## src/design/tmroc_pkg.sv

```systemverilog
// constants and types for the one-shot / continuous timer
package tmroc_pkg;
   localparam logic [7:0] TMROC_OFF_CTRL = 8'h00;
   localparam logic [7:0] TMROC_OFF_COUNT = 8'h04;
   localparam logic [7:0] TMROC_OFF_RELOAD = 8'h08;
   localparam logic [7:0] TMROC_OFF_STATUS = 8'h0C;
   localparam logic [7:0] TMROC_OFF_IRQ_EN = 8'h10;
   localparam logic [7:0] TMROC_OFF_IRQ_CLR = 8'h14;
   // control fields
   localparam int TMROC_CTRL_EN = 0;
   localparam int TMROC_CTRL_MODE = 1;
   localparam int TMROC_CTRL_POL = 2;
   localparam int TMROC_CTRL_OUTEN = 3;
   localparam int TMROC_CTRL_PRE_LO = 4;
   localparam int TMROC_CTRL_PRE_W = 3;
   localparam logic [15:0] TMROC_COUNT_RESET = 16'h0001;
   localparam logic [15:0] TMROC_RELOAD_RESET = 16'hFFFF;
   localparam logic [15:0] TMROC_COUNT_AFTER_RELOAD = 16'h0001;
   localparam logic [1:0] TMROC_RESP_OKAY = 2'h0;
   localparam logic [1:0] TMROC_RESP_SLVERR = 2'h2;
   typedef enum logic {TMROC_ONESHOT = 1'b0, TMROC_CONT = 1'b1} tmroc_mode_t;
endpackage

```

## src/design/tmroc_prescaler.sv

```systemverilog
// prescaler: divides the system clock by 2**sel, one-cycle enable pulses
`timescale 1ns/1ps
`default_nettype none
module tmroc_prescaler import tmroc_pkg::*; #(
   parameter int SEL_W = 3
) (
   // clock and reset
   input wire logic clk,
   input wire logic resetn,
   // control
   input wire logic run,
   input wire logic [SEL_W-1:0] sel,
   // tick out
   output logic tick
);
   localparam int CNT_W = (1 << SEL_W) - 1;
   logic [CNT_W-1:0] cnt_reg;
   logic [CNT_W-1:0] cnt_next;
   logic [CNT_W-1:0] mask;
   assign mask = CNT_W'((({{CNT_W{1'b0}}, 1'b1}) << sel) - 1'b1);
   assign tick = run && ((cnt_reg & mask) == mask);
   assign cnt_next = run ? CNT_W'(cnt_reg + 1'b1) : '0;
   always_ff @(posedge clk) begin
      if (!resetn) begin
         cnt_reg <= '0;
      end else begin
         cnt_reg <= tick ? '0 : cnt_next;
      end
   end
endmodule // tmroc_prescaler
`default_nettype wire

```

## src/design/tmroc_timer.sv

```systemverilog
// 16-bit one-shot / continuous timer with an AXI4-Lite register slave
`timescale 1ns/1ps
`default_nettype none
module tmroc_timer import tmroc_pkg::*; #(
   parameter int CNT_W = 16
) (
   // clock and reset
   input wire logic clk,
   input wire logic resetn,
   // axi4-lite write address
   input wire logic [7:0] s_axi_awaddr,
   input wire logic s_axi_awvalid,
   output logic s_axi_awready,
   // axi4-lite write data
   input wire logic [31:0] s_axi_wdata,
   input wire logic [3:0] s_axi_wstrb,
   input wire logic s_axi_wvalid,
   output logic s_axi_wready,
   // axi4-lite write response
   output logic [1:0] s_axi_bresp,
   output logic s_axi_bvalid,
   input wire logic s_axi_bready,
   // axi4-lite read address
   input wire logic [7:0] s_axi_araddr,
   input wire logic s_axi_arvalid,
   output logic s_axi_arready,
   // axi4-lite read data
   output logic [31:0] s_axi_rdata,
   output logic [1:0] s_axi_rresp,
   output logic s_axi_rvalid,
   input wire logic s_axi_rready,
   // timer output pin and interrupt
   output logic timer_out,
   output logic irq
);
   // registers
   logic [6:0] ctrl_reg;
   logic [CNT_W-1:0] count_reg;
   logic [CNT_W-1:0] reload_reg;
   logic status_reg;
   logic irq_en_reg;
   logic pulse_reg;
   logic toggle_reg;
   logic [7:0] awaddr_reg;
   logic aw_held_reg;
   logic [31:0] wdata_reg;
   logic [3:0] wstrb_reg;
   logic w_held_reg;
   logic bvalid_reg;
   logic [1:0] bresp_reg;
   logic rvalid_reg;
   logic [31:0] rdata_reg;
   logic [1:0] rresp_reg;

   // write channel capture
   logic aw_take;
   logic w_take;
   logic wr_go;
   logic [7:0] wr_addr;
   logic [31:0] wr_data;
   logic [3:0] wr_strb;
   assign s_axi_awready = !aw_held_reg && !bvalid_reg;
   assign s_axi_wready = !w_held_reg && !bvalid_reg;
   assign aw_take = s_axi_awvalid && s_axi_awready;
   assign w_take = s_axi_wvalid && s_axi_wready;
   assign wr_go = (aw_held_reg || aw_take) && (w_held_reg || w_take);
   assign wr_addr = aw_held_reg ? awaddr_reg : s_axi_awaddr;
   assign wr_data = w_held_reg ? wdata_reg : s_axi_wdata;
   assign wr_strb = w_held_reg ? wstrb_reg : s_axi_wstrb;

   function automatic logic [31:0] merge(input logic [31:0] old, input logic [31:0] nw, input logic [3:0] st);
      logic [31:0] r;
      r = old;
      for (int i = 0; i < 4; i++) begin
         if (st[i]) begin
            r[8*i +: 8] = nw[8*i +: 8];
         end
      end
      return r;
   endfunction

   logic wr_ctrl;
   logic wr_count;
   logic wr_reload;
   logic wr_ien;
   logic wr_clr;
   logic wr_known;
   assign wr_ctrl = wr_go && wr_addr == TMROC_OFF_CTRL;
   assign wr_count = wr_go && wr_addr == TMROC_OFF_COUNT;
   assign wr_reload = wr_go && wr_addr == TMROC_OFF_RELOAD;
   assign wr_ien = wr_go && wr_addr == TMROC_OFF_IRQ_EN;
   assign wr_clr = wr_go && wr_addr == TMROC_OFF_IRQ_CLR;
   assign wr_known = wr_ctrl || wr_count || wr_reload || wr_ien || wr_clr || wr_addr == TMROC_OFF_STATUS;

   logic [31:0] ctrl_word;
   logic [31:0] count_word;
   logic [31:0] reload_word;
   logic [31:0] ctrl_merged;
   assign ctrl_word = {25'h0, ctrl_reg};
   assign count_word = {{(32-CNT_W){1'b0}}, count_reg};
   assign reload_word = {{(32-CNT_W){1'b0}}, reload_reg};
   assign ctrl_merged = merge(ctrl_word, wr_data, wr_strb);

   // timer core
   logic enabled;
   tmroc_mode_t mode;
   logic tick;
   logic hit;
   logic reload_ev;
   assign enabled = ctrl_reg[TMROC_CTRL_EN];
   assign mode = tmroc_mode_t'(ctrl_reg[TMROC_CTRL_MODE]);
   assign hit = count_reg == reload_reg;
   // only the prescaled system clock advances the count; no external input exists
   assign reload_ev = enabled && tick && hit;

   tmroc_prescaler #(.SEL_W(TMROC_CTRL_PRE_W)) u_pre (
      .clk(clk),
      .resetn(resetn),
      .run(enabled),
      .sel(ctrl_reg[TMROC_CTRL_PRE_LO +: TMROC_CTRL_PRE_W]),
      .tick(tick)
   );

   logic [6:0] ctrl_next;
   always_comb begin
      ctrl_next = ctrl_reg;
      if (wr_ctrl) begin
         ctrl_next = ctrl_merged[6:0];
      end
      if (reload_ev && mode == TMROC_ONESHOT) begin
         ctrl_next[TMROC_CTRL_EN] = 1'b0;
      end
   end

   logic [CNT_W-1:0] count_next;
   always_comb begin
      count_next = count_reg;
      if (wr_count) begin
         count_next = CNT_W'(merge(count_word, wr_data, wr_strb));
      end else if (reload_ev) begin
         count_next = TMROC_COUNT_AFTER_RELOAD;
      end else if (enabled && tick) begin
         count_next = CNT_W'(count_reg + 1'b1);
      end
   end

   // status: set wins over clear
   logic status_next;
   assign status_next = reload_ev || (status_reg && !(wr_clr && wr_data[0] && wr_strb[0]));
   assign irq = status_reg && irq_en_reg;

   // output pin: polarity xor lasting toggle xor one-cycle pulse
   assign timer_out = ctrl_reg[TMROC_CTRL_OUTEN] && (ctrl_reg[TMROC_CTRL_POL] ^ toggle_reg ^ pulse_reg);

   always_ff @(posedge clk) begin
      if (!resetn) begin
         ctrl_reg <= '0;
         count_reg <= TMROC_COUNT_RESET;
         reload_reg <= TMROC_RELOAD_RESET;
         status_reg <= 1'b0;
         irq_en_reg <= 1'b0;
         pulse_reg <= 1'b0;
         toggle_reg <= 1'b0;
      end else begin
         ctrl_reg <= ctrl_next;
         count_reg <= count_next;
         status_reg <= status_next;
         if (wr_reload) begin
            reload_reg <= CNT_W'(merge(reload_word, wr_data, wr_strb));
         end
         if (wr_ien && wr_strb[0]) begin
            irq_en_reg <= wr_data[0];
         end
         pulse_reg <= reload_ev && mode == TMROC_ONESHOT;
         if (reload_ev && mode == TMROC_CONT) begin
            toggle_reg <= !toggle_reg;
         end
      end
   end

   // axi write side
   always_ff @(posedge clk) begin
      if (!resetn) begin
         aw_held_reg <= 1'b0;
         w_held_reg <= 1'b0;
         awaddr_reg <= '0;
         wdata_reg <= '0;
         wstrb_reg <= '0;
         bvalid_reg <= 1'b0;
         bresp_reg <= TMROC_RESP_OKAY;
      end else begin
         if (wr_go) begin
            aw_held_reg <= 1'b0;
            w_held_reg <= 1'b0;
            bvalid_reg <= 1'b1;
            bresp_reg <= wr_known ? TMROC_RESP_OKAY : TMROC_RESP_SLVERR;
         end else begin
            if (aw_take) begin
               aw_held_reg <= 1'b1;
               awaddr_reg <= s_axi_awaddr;
            end
            if (w_take) begin
               w_held_reg <= 1'b1;
               wdata_reg <= s_axi_wdata;
               wstrb_reg <= s_axi_wstrb;
            end
            if (s_axi_bready) begin
               bvalid_reg <= 1'b0;
            end
         end
      end
   end
   assign s_axi_bvalid = bvalid_reg;
   assign s_axi_bresp = bresp_reg;

   // axi read side
   logic rd_go;
   logic [31:0] rd_word;
   logic rd_known;
   assign s_axi_arready = !rvalid_reg;
   assign rd_go = s_axi_arvalid && s_axi_arready;
   assign rd_known = s_axi_araddr inside {TMROC_OFF_CTRL, TMROC_OFF_COUNT, TMROC_OFF_RELOAD,
                                          TMROC_OFF_STATUS, TMROC_OFF_IRQ_EN, TMROC_OFF_IRQ_CLR};
   assign rd_word = (s_axi_araddr == TMROC_OFF_CTRL) ? ctrl_word :
                    (s_axi_araddr == TMROC_OFF_COUNT) ? count_word :
                    (s_axi_araddr == TMROC_OFF_RELOAD) ? reload_word :
                    (s_axi_araddr == TMROC_OFF_STATUS) ? {31'h0, status_reg} :
                    (s_axi_araddr == TMROC_OFF_IRQ_EN) ? {31'h0, irq_en_reg} : 32'h0;
   always_ff @(posedge clk) begin
      if (!resetn) begin
         rvalid_reg <= 1'b0;
         rdata_reg <= '0;
         rresp_reg <= TMROC_RESP_OKAY;
      end else if (rd_go) begin
         rvalid_reg <= 1'b1;
         rdata_reg <= rd_word;
         rresp_reg <= rd_known ? TMROC_RESP_OKAY : TMROC_RESP_SLVERR;
      end else if (s_axi_rready) begin
         rvalid_reg <= 1'b0;
      end
   end
   assign s_axi_rvalid = rvalid_reg;
   assign s_axi_rdata = rdata_reg;
   assign s_axi_rresp = rresp_reg;

   // assertions
   a_oneshot_pulse: assert property (@(posedge clk) disable iff (!resetn)
      (reload_ev && mode == TMROC_ONESHOT && ctrl_reg[TMROC_CTRL_OUTEN] && !wr_ctrl)
      |=> (timer_out != $past(timer_out)) ##1 (timer_out == $past(timer_out, 2)))
      else $error("one-shot output pulse not one cycle");
   a_idle_hold: assert property (@(posedge clk) disable iff (!resetn)
      (!enabled && !wr_count) |=> count_reg == $past(count_reg))
      else $error("count moved while disabled");
   a_no_ext_clock: assert property (@(posedge clk) disable iff (!resetn)
      (enabled && !tick && !wr_count) |=> count_reg == $past(count_reg))
      else $error("count moved without prescaler tick");
   a_count_step: assert property (@(posedge clk) disable iff (!resetn)
      (enabled && tick && !hit && !wr_count) |=> count_reg == $past(count_reg) + 16'h0001)
      else $error("count did not step by one");
   a_cont_stop: assert property (@(posedge clk) disable iff (!resetn)
      (enabled && tick && !wr_count) |=> count_reg != CNT_W'($past(reload_reg) + 16'h0001) || $past(hit) == 1'b0)
      else $error("count passed the reload value");
   a_cont_reload: assert property (@(posedge clk) disable iff (!resetn)
      (reload_ev && mode == TMROC_CONT && !wr_count && !wr_ctrl)
      |=> count_reg == TMROC_COUNT_AFTER_RELOAD && enabled && status_reg)
      else $error("continuous reload wrong");
   a_cont_toggle: assert property (@(posedge clk) disable iff (!resetn)
      (reload_ev && mode == TMROC_CONT && !wr_ctrl) |=> toggle_reg != $past(toggle_reg))
      else $error("continuous output did not toggle");
   a_oneshot_stop: assert property (@(posedge clk) disable iff (!resetn)
      (reload_ev && mode == TMROC_ONESHOT && !wr_ctrl) |=> !enabled && status_reg)
      else $error("one-shot did not stop");
   a_disabled_quiet: assert property (@(posedge clk) disable iff (!resetn)
      !enabled |=> !pulse_reg && toggle_reg == $past(toggle_reg) && !(status_reg && !$past(status_reg)))
      else $error("reload effect while disabled");
   a_start_gate: assert property (@(posedge clk) disable iff (!resetn)
      (!enabled && !wr_ctrl) |=> !enabled)
      else $error("timer started without a control write");
   a_status_sticky: assert property (@(posedge clk) disable iff (!resetn)
      (status_reg && !wr_clr) |=> status_reg)
      else $error("status dropped without a clear");
   a_irq_sets: assert property (@(posedge clk) disable iff (!resetn)
      (reload_ev && irq_en_reg && !wr_ien) |=> irq)
      else $error("enabled reload gave no interrupt");
   a_oneshot_count: assert property (@(posedge clk) disable iff (!resetn)
      (reload_ev && mode == TMROC_ONESHOT && !wr_count) |=> count_reg == TMROC_COUNT_AFTER_RELOAD)
      else $error("one-shot reload count wrong");
   a_pulse_only: assert property (@(posedge clk) disable iff (!resetn)
      !(reload_ev && mode == TMROC_ONESHOT) |=> !pulse_reg)
      else $error("output pulse without one-shot reload");
   a_toggle_hold: assert property (@(posedge clk) disable iff (!resetn)
      !(reload_ev && mode == TMROC_CONT) |=> toggle_reg == $past(toggle_reg))
      else $error("output level changed without reload");

   // main scenarios
   c_oneshot: cover property (@(posedge clk) disable iff (!resetn) reload_ev && mode == TMROC_ONESHOT);
   c_oneshot_out: cover property (@(posedge clk) disable iff (!resetn)
      pulse_reg && ctrl_reg[TMROC_CTRL_OUTEN]);
   c_status_clear: cover property (@(posedge clk) disable iff (!resetn)
      (status_reg && wr_clr) ##1 !status_reg);
   c_cont_twice: cover property (@(posedge clk) disable iff (!resetn)
      (reload_ev && mode == TMROC_CONT) ##[1:1000] (reload_ev && mode == TMROC_CONT));
   c_irq: cover property (@(posedge clk) disable iff (!resetn) irq);
endmodule // tmroc_timer
`default_nettype wire

```

## config.mk

```make
export PLATFORM = sky130hd
export DESIGN_NAME = tmroc_timer
export DESIGN_NICKNAME = d
export VERILOG_FILES = /design/src/design/tmroc_pkg.sv /design/src/design/tmroc_prescaler.sv /design/src/design/tmroc_timer.sv
export SDC_FILE = /design/constraint.sdc
export NUM_CORES = 1
export LEC_CHECK = 0
export BUFFER_PORTS_ARGS = -buffer_cell sky130_fd_sc_hd__buf_2
export CAP_MARGIN = 20
export CORE_MARGIN = 8
export CORE_UTILIZATION = 25
export CTS_BUF_LIST = sky130_fd_sc_hd__clkbuf_16
export CTS_CLUSTER_DIAMETER = 50
export DETAILED_ROUTE_END_ITERATION = 8
export GPL_ROUTABILITY_DRIVEN = 0
export SYNTH_ARGS = -nofsm -noshare
export SYNTH_HDL_FRONTEND = slang
export SYNTH_SLANG_ARGS = --single-unit
```

## constraint.sdc

```tcl
create_clock -name clk -period 2.5 [get_ports clk]
set_input_delay 0.375 -clock clk [delete_from_list [all_inputs] [get_ports clk]]
set_output_delay 0.375 -clock clk [all_outputs]
set_load 0.03 [all_outputs]
```

After elaboration in Yosys (flattened, before gate mapping). Index checks and enable logic that the tools add are counted. Widths: inputs -> output; s select.

Logic and storage cells: 117. Register bits after elaboration: 116. Output and inout bits: 43.

Bitwise gates (word level): 7. Shift-type cells: 1. Mux-type cells: 19. Equal/unequal tests: 14. Add/subtract/negate cells: 3. Reductions and logical operators: 52.

Operators with widths (number): $mux 16 (7); $eq 8x4->1 const B (4); $eq 8x5->1 const B (4); $mux 8 (3); $logic_and 1x1->1 (22); $add 16x1->16 const B (1); $eq 16x16->1 (1); $eq 8x3->1 const B (2); $logic_not 8->1 (2); $reduce_and 2->1 (7); $logic_or 1x1->1 (8); $add 7x1->7 const B (1); $and 7x7->7 (1); $eq 7x7->1 (1); $shl 1x3->7 const A (1); $sub 7x1->7 const B (1); $logic_not 1->1 (6); $mux 1 (6); $mux 2 (3); $reduce_bool 6->1 (1); $ne 2x2->1 const B (2); $not 1->1 (4); $reduce_bool 2->1 (2); $reduce_or 2->1 (2); other kinds (3) (4).

Depth between registers and ports, before layout.
Depth after elaboration: 12. Depth in mapped cells: 9. Depth with buffers taken out: 7.

By module. From an unflattened synthesis, not the netlist that was laid out.

Cell total of the unflattened synthesis: 629. Area, all modules: 5200.0 µm².

By module, submodules not included: tmroc_timer (cells each 591, times used 1, area an instance 4855.9 µm²); tmroc_prescaler (cells each 38, times used 1, area an instance 344.1 µm²).

Least setup slack after synthesis. No wires, ideal clock.

Path kind: reg-to-reg. Start: register aw_held_reg. End: register count_reg[10]. Slack: 0.201 ns. Path buffers: 3. Stages on the path, launching flop included: 9. Data arrival time: 2.182 ns. Period minus slack after synthesis: 2.299 ns. Path through: dfxtp_1 buf_6 or4b_4 a221oi_4 nand2_2 buf_6 buf_2 a31o_2 a32o_1.

Cells in the longest elaborated chain, start to end: 8. Elaborated cells between the ends (all ways): 12.

Ends and longest elaborated chain: start, declared (RTL line tmroc_timer.sv:45) `logic aw_held_reg;`; start signal, assigned (RTL line tmroc_timer.sv:184) `aw_held_reg <= 1'b0;`; start signal, assigned (RTL line tmroc_timer.sv:193) `aw_held_reg <= 1'b0;`; start signal, assigned (RTL line tmroc_timer.sv:199) `aw_held_reg <= 1'b1;`; parallel branches: the longest is 5 deep, another holds $mux 8; $logic_and 1x1->1 (*) (RTL line tmroc_timer.sv:89) `assign wr_count = wr_go && wr_addr == TMROC_OFF_COUNT;`; $ne 2x2->1 (no line) / $reduce_bool 3->1 (equally long branches); $reduce_and 2->1 (no line); end signal, assigned (RTL line tmroc_timer.sv:166) `count_reg <= count_next;`; end, declared (RTL line tmroc_timer.sv:38) `logic [CNT_W-1:0] count_reg;`.

Every way passes the cells marked *. A chain may end at the register's enable or synchronous reset.

Worst setup path in the final report.
Start: register reload_reg[1]. End: register count_reg[8].

Cells in the longest elaborated chain, start to end: 4. Elaborated cells between the ends (all ways): 6.

Ends and longest elaborated chain: start, declared (RTL line tmroc_timer.sv:39) `logic [CNT_W-1:0] reload_reg;`; start signal, assigned (RTL line tmroc_timer.sv:169) `reload_reg <= CNT_W'(merge(reload_word, wr_data, wr_strb));`; $eq 16x16->1 (*) (RTL line tmroc_timer.sv:112) `assign hit = count_reg == reload_reg;`; $logic_and 1x1->1 (*) (RTL line tmroc_timer.sv:114) `assign reload_ev = enabled && tick && hit;`; $reduce_bool 3->1 (no line) / $mux 16 (equally long branches); $reduce_and 2->1 (no line) / $mux 16 (equally long branches).

Mark *: on every way between the ends. The rest lies on a longest branch, timed or not.

==> summary.md <==
| Metric | Value |
|---|---|
| Status | `complete, no violations` |
| # nets final | `roughly 770` |
| Pwr/cell area | `approximately 550 nW/µm²` |
| Yosys warns | `0` |
| VDD IR max | `roughly 0.33 mV` |
| Number of H-tree levels | `3` |
| Critical path required time | `between 2 and 3 ns` |
| Total power | `between 3 and 4 mW` |
| Pins Over Slew Limit | `0` |
| CP Buf/Inv Count | `0` |
| Final antenna-violating net count | `0` |
| Most frequent cells in the layout | `nand2_1 (104), dfxtp_1 (98), buf_2 (65)` |
| Initial antenna violation count | `0` |
| Worst EP arrival | `between 2 and 3 ns` |
| PnR worst setup slack | `0.115 ns` |
| Number of synthesized flops with an enable pin | `0` |
| Top Ports | `slightly above 100` |
| Post-route setup TNS | `0 ns` |
| FP Rows | `between 50 and 60` |
| Clk sink count | `a little under 100` |
| Syn_area_per_cell | `8.25 µm²` |
| Initial DRC Count | `about 220` |
| Die height | `~160 µm` |
| Crit Path Max Fanout | `14` |
| CP Launch Type | `register` |
| CTS Buf Count | `9` |
| Smallest hold slack | `around 0.19 ns` |
| Tmin final | `about 2.4 ns` |
| CTS resizes | `0` |
| Clock network power share | `0.402` |
| Int Power | `between 2 and 3 mW` |
| Layout Cells excl Fill | `just under 1000` |
| Share of the synthesized area in the top cell type | `0.381` |
| Total die area | `roughly 25000 µm²` |
| CTS tree | `done` |
| Pin count of the biggest net entering global routing | `38` |
| Sw Ratio | `0.270` |
| Crit path capture type | `register` |
| Leakage | `between 2 and 2.5 nW` |
| # placed instances | `966` |
| CTS Root Cell | `clkbuf_16` |
| Slew @ Worst Pin | `between 0.7 and 0.8 ns` |
| PortBufs | `65` |
| GRT Total Usage | `0.119` |
| Starting Density | `0.255` |
| Post-CTS Setup Bufs | `0` |
| Commonest non-fill, non-tap cell in the layout | `nand2_1` |
| DIE WIDTH | `160 µm` |
| Worst skew pair latency | `about 0.36 ns` |
| Reg power frac | `0.470` |
| CP Class | `register to register` |
| Grt total ovfl | `0` |
| Max Freq | `approximately 420 MHz` |
| Clock buffer depth | `2` |
| CP delay by family, top | `simple AND/OR/NAND/NOR gates` |
| Mapped Area | `approximately 5100 µm²` |
| Vias per cell | `4.73` |
| Worst slack at placement | `approximately 0.013 ns` |
| #FFs+latches synth | `98` |
| Vias in the first global route | `roughly 4600` |
| Comb power frac | `0.128` |
| Clk slew on worst S/H paths | `about 0.070 ns` |
| Final period util | `0.954` |
| Final setup skew | `about 0.011 ns` |
| Share of cells above drive strength 1 | `0.218` |
| Post-Synthesis Cells | `roughly 620` |
| Crit-path cells | `xor2_1 -> nor4_1 -> nand4_1 -> or3_1 -> a31o_2 -> a32o_1` |
| RSZ-0062 raised after global routing | `false` |
| DRT Wirelength | `~15000 µm` |
| Slowest CP cell | `or3_1` |
| N_diodes | `0` |
| Ranking of synthesized cells by area | `dfxtp_1 (38%), mux2i_1 (8.2%), nand2_1 (7.6%), a21oi_1 (4.8%), nor2_1 (3.8%)` |
| Pre-antenna DRT Iters | `5` |
| Hold Crit Class | `primary input to register` |
| Crit-path max cell delay | `slightly above 0.6 ns` |
| Dpl hpwl | `between 10000 and 15000 µm` |
| Drc violations | `0` |
| Core area | `a little over 20000 µm²` |
| Switching pwr | `slightly above 0.9 mW` |
| Worst slew margin | `0.498` |
| Syn-to-layout area delta | `20.6%` |
| Global-route wire length before repair | `between 20000 and 25000 µm` |
| CTS Hold Bufs | `0` |
| Routed via count | `between 4000 and 5000` |
| Fillers | `2200` |
| Synth cell types | `between 60 and 70` |
| Cell taking the most area after synthesis | `dfxtp_1` |
| Routed len/inst | `between 15 and 20 µm` |
| Max-cap violation count | `0` |
| Top_reg_cell synth | `dfxtp_1` |
| Register area share after synthesis | `0.381` |
| Hold Fails Final Rpt | `0` |
| # setup viols final | `0` |
| Async SR Flop Fraction | `0` |
final timing paths:
path / endpoint / depth (start not counted) / start / slack [ns]
worst max-delay path: count_reg[8] / 6 / reload_reg[1] / 0.11
worst min-delay path: s_axi_rvalid / 2 / s_axi_rready / 0.19
worst max register to register: count_reg[8] / 6 / reload_reg[1] / 0.11
worst min register to register: s_axi_rdata[1] / 2 / s_axi_rdata[1] / 0.45
area by class of cell:
class	instances	area, µm²	area share
Tap cell	270	338	0.0544
Clock inverter	6	57.6	0.00927
Clock buffer	9	225	0.0363
Inverter	10	37.5	0.00604
Sequential cell	98	1960	0.316
Multi-Input combinational cell	474	2900	0.466
Timing Repair Buffer	114	693	0.112
logic make-up after synthesis:
kind of cell	Yosys count	share of synthesized area
flip-flops	98	0.381
buffers and inverters	69	0.0690
XOR/XNOR	23	0.0391
AO/OA/AOI/OAI	129	0.173
multiplexers	55	0.110
other	1	0.000728
adder cells (fa/ha/maj)	2	0.00486
AND/OR/NAND/NOR	247	0.223
power groups by stage:
stage	combinational [mW]	sequential (mW)	clock, mW
final	0.439	1.62	1.39
after detailed placement	0.442	1.66	0
after global placement	0.438	1.66	0
after global routing	0.481	1.62	1.49
after floorplan	0.308	1.67	0
after CTS	0.444	1.62	1.43
routing by layer:
metal / vias up / share of wire / track usage
met5: - / 0 / 0
met4: 0 / 0.020 / 0.0377
met3: 20 / 0.043 / 0.0295
met2: 96 / 0.51 / 0.209
met1: 2183 / 0.43 / 0.140
li1: 2340 / - / -
synthesized netlist by cell type, drive strengths merged, types with 9 or more instances:
library cell,number
nor4,10
o21ai,19
a21oi,49
nor3,12
dfxtp,98
mux2i,42
xor2,18
mux2,13
nand2,105
nor2,53
clkbuf,27
a22o,9
inv,10
nand3,34
buf,32
through the flow:
step,cell area [µm²],utilization
6_report,6210,0.307
4_1_cts,6210,0.307
3_5_place_dp,5930,0.293
5_1_grt,6210,0.307
2_1_floorplan,5210,-
3_3_place_gp,5930,0.293
No activity file was read; power rests on OpenSTA's default activity.
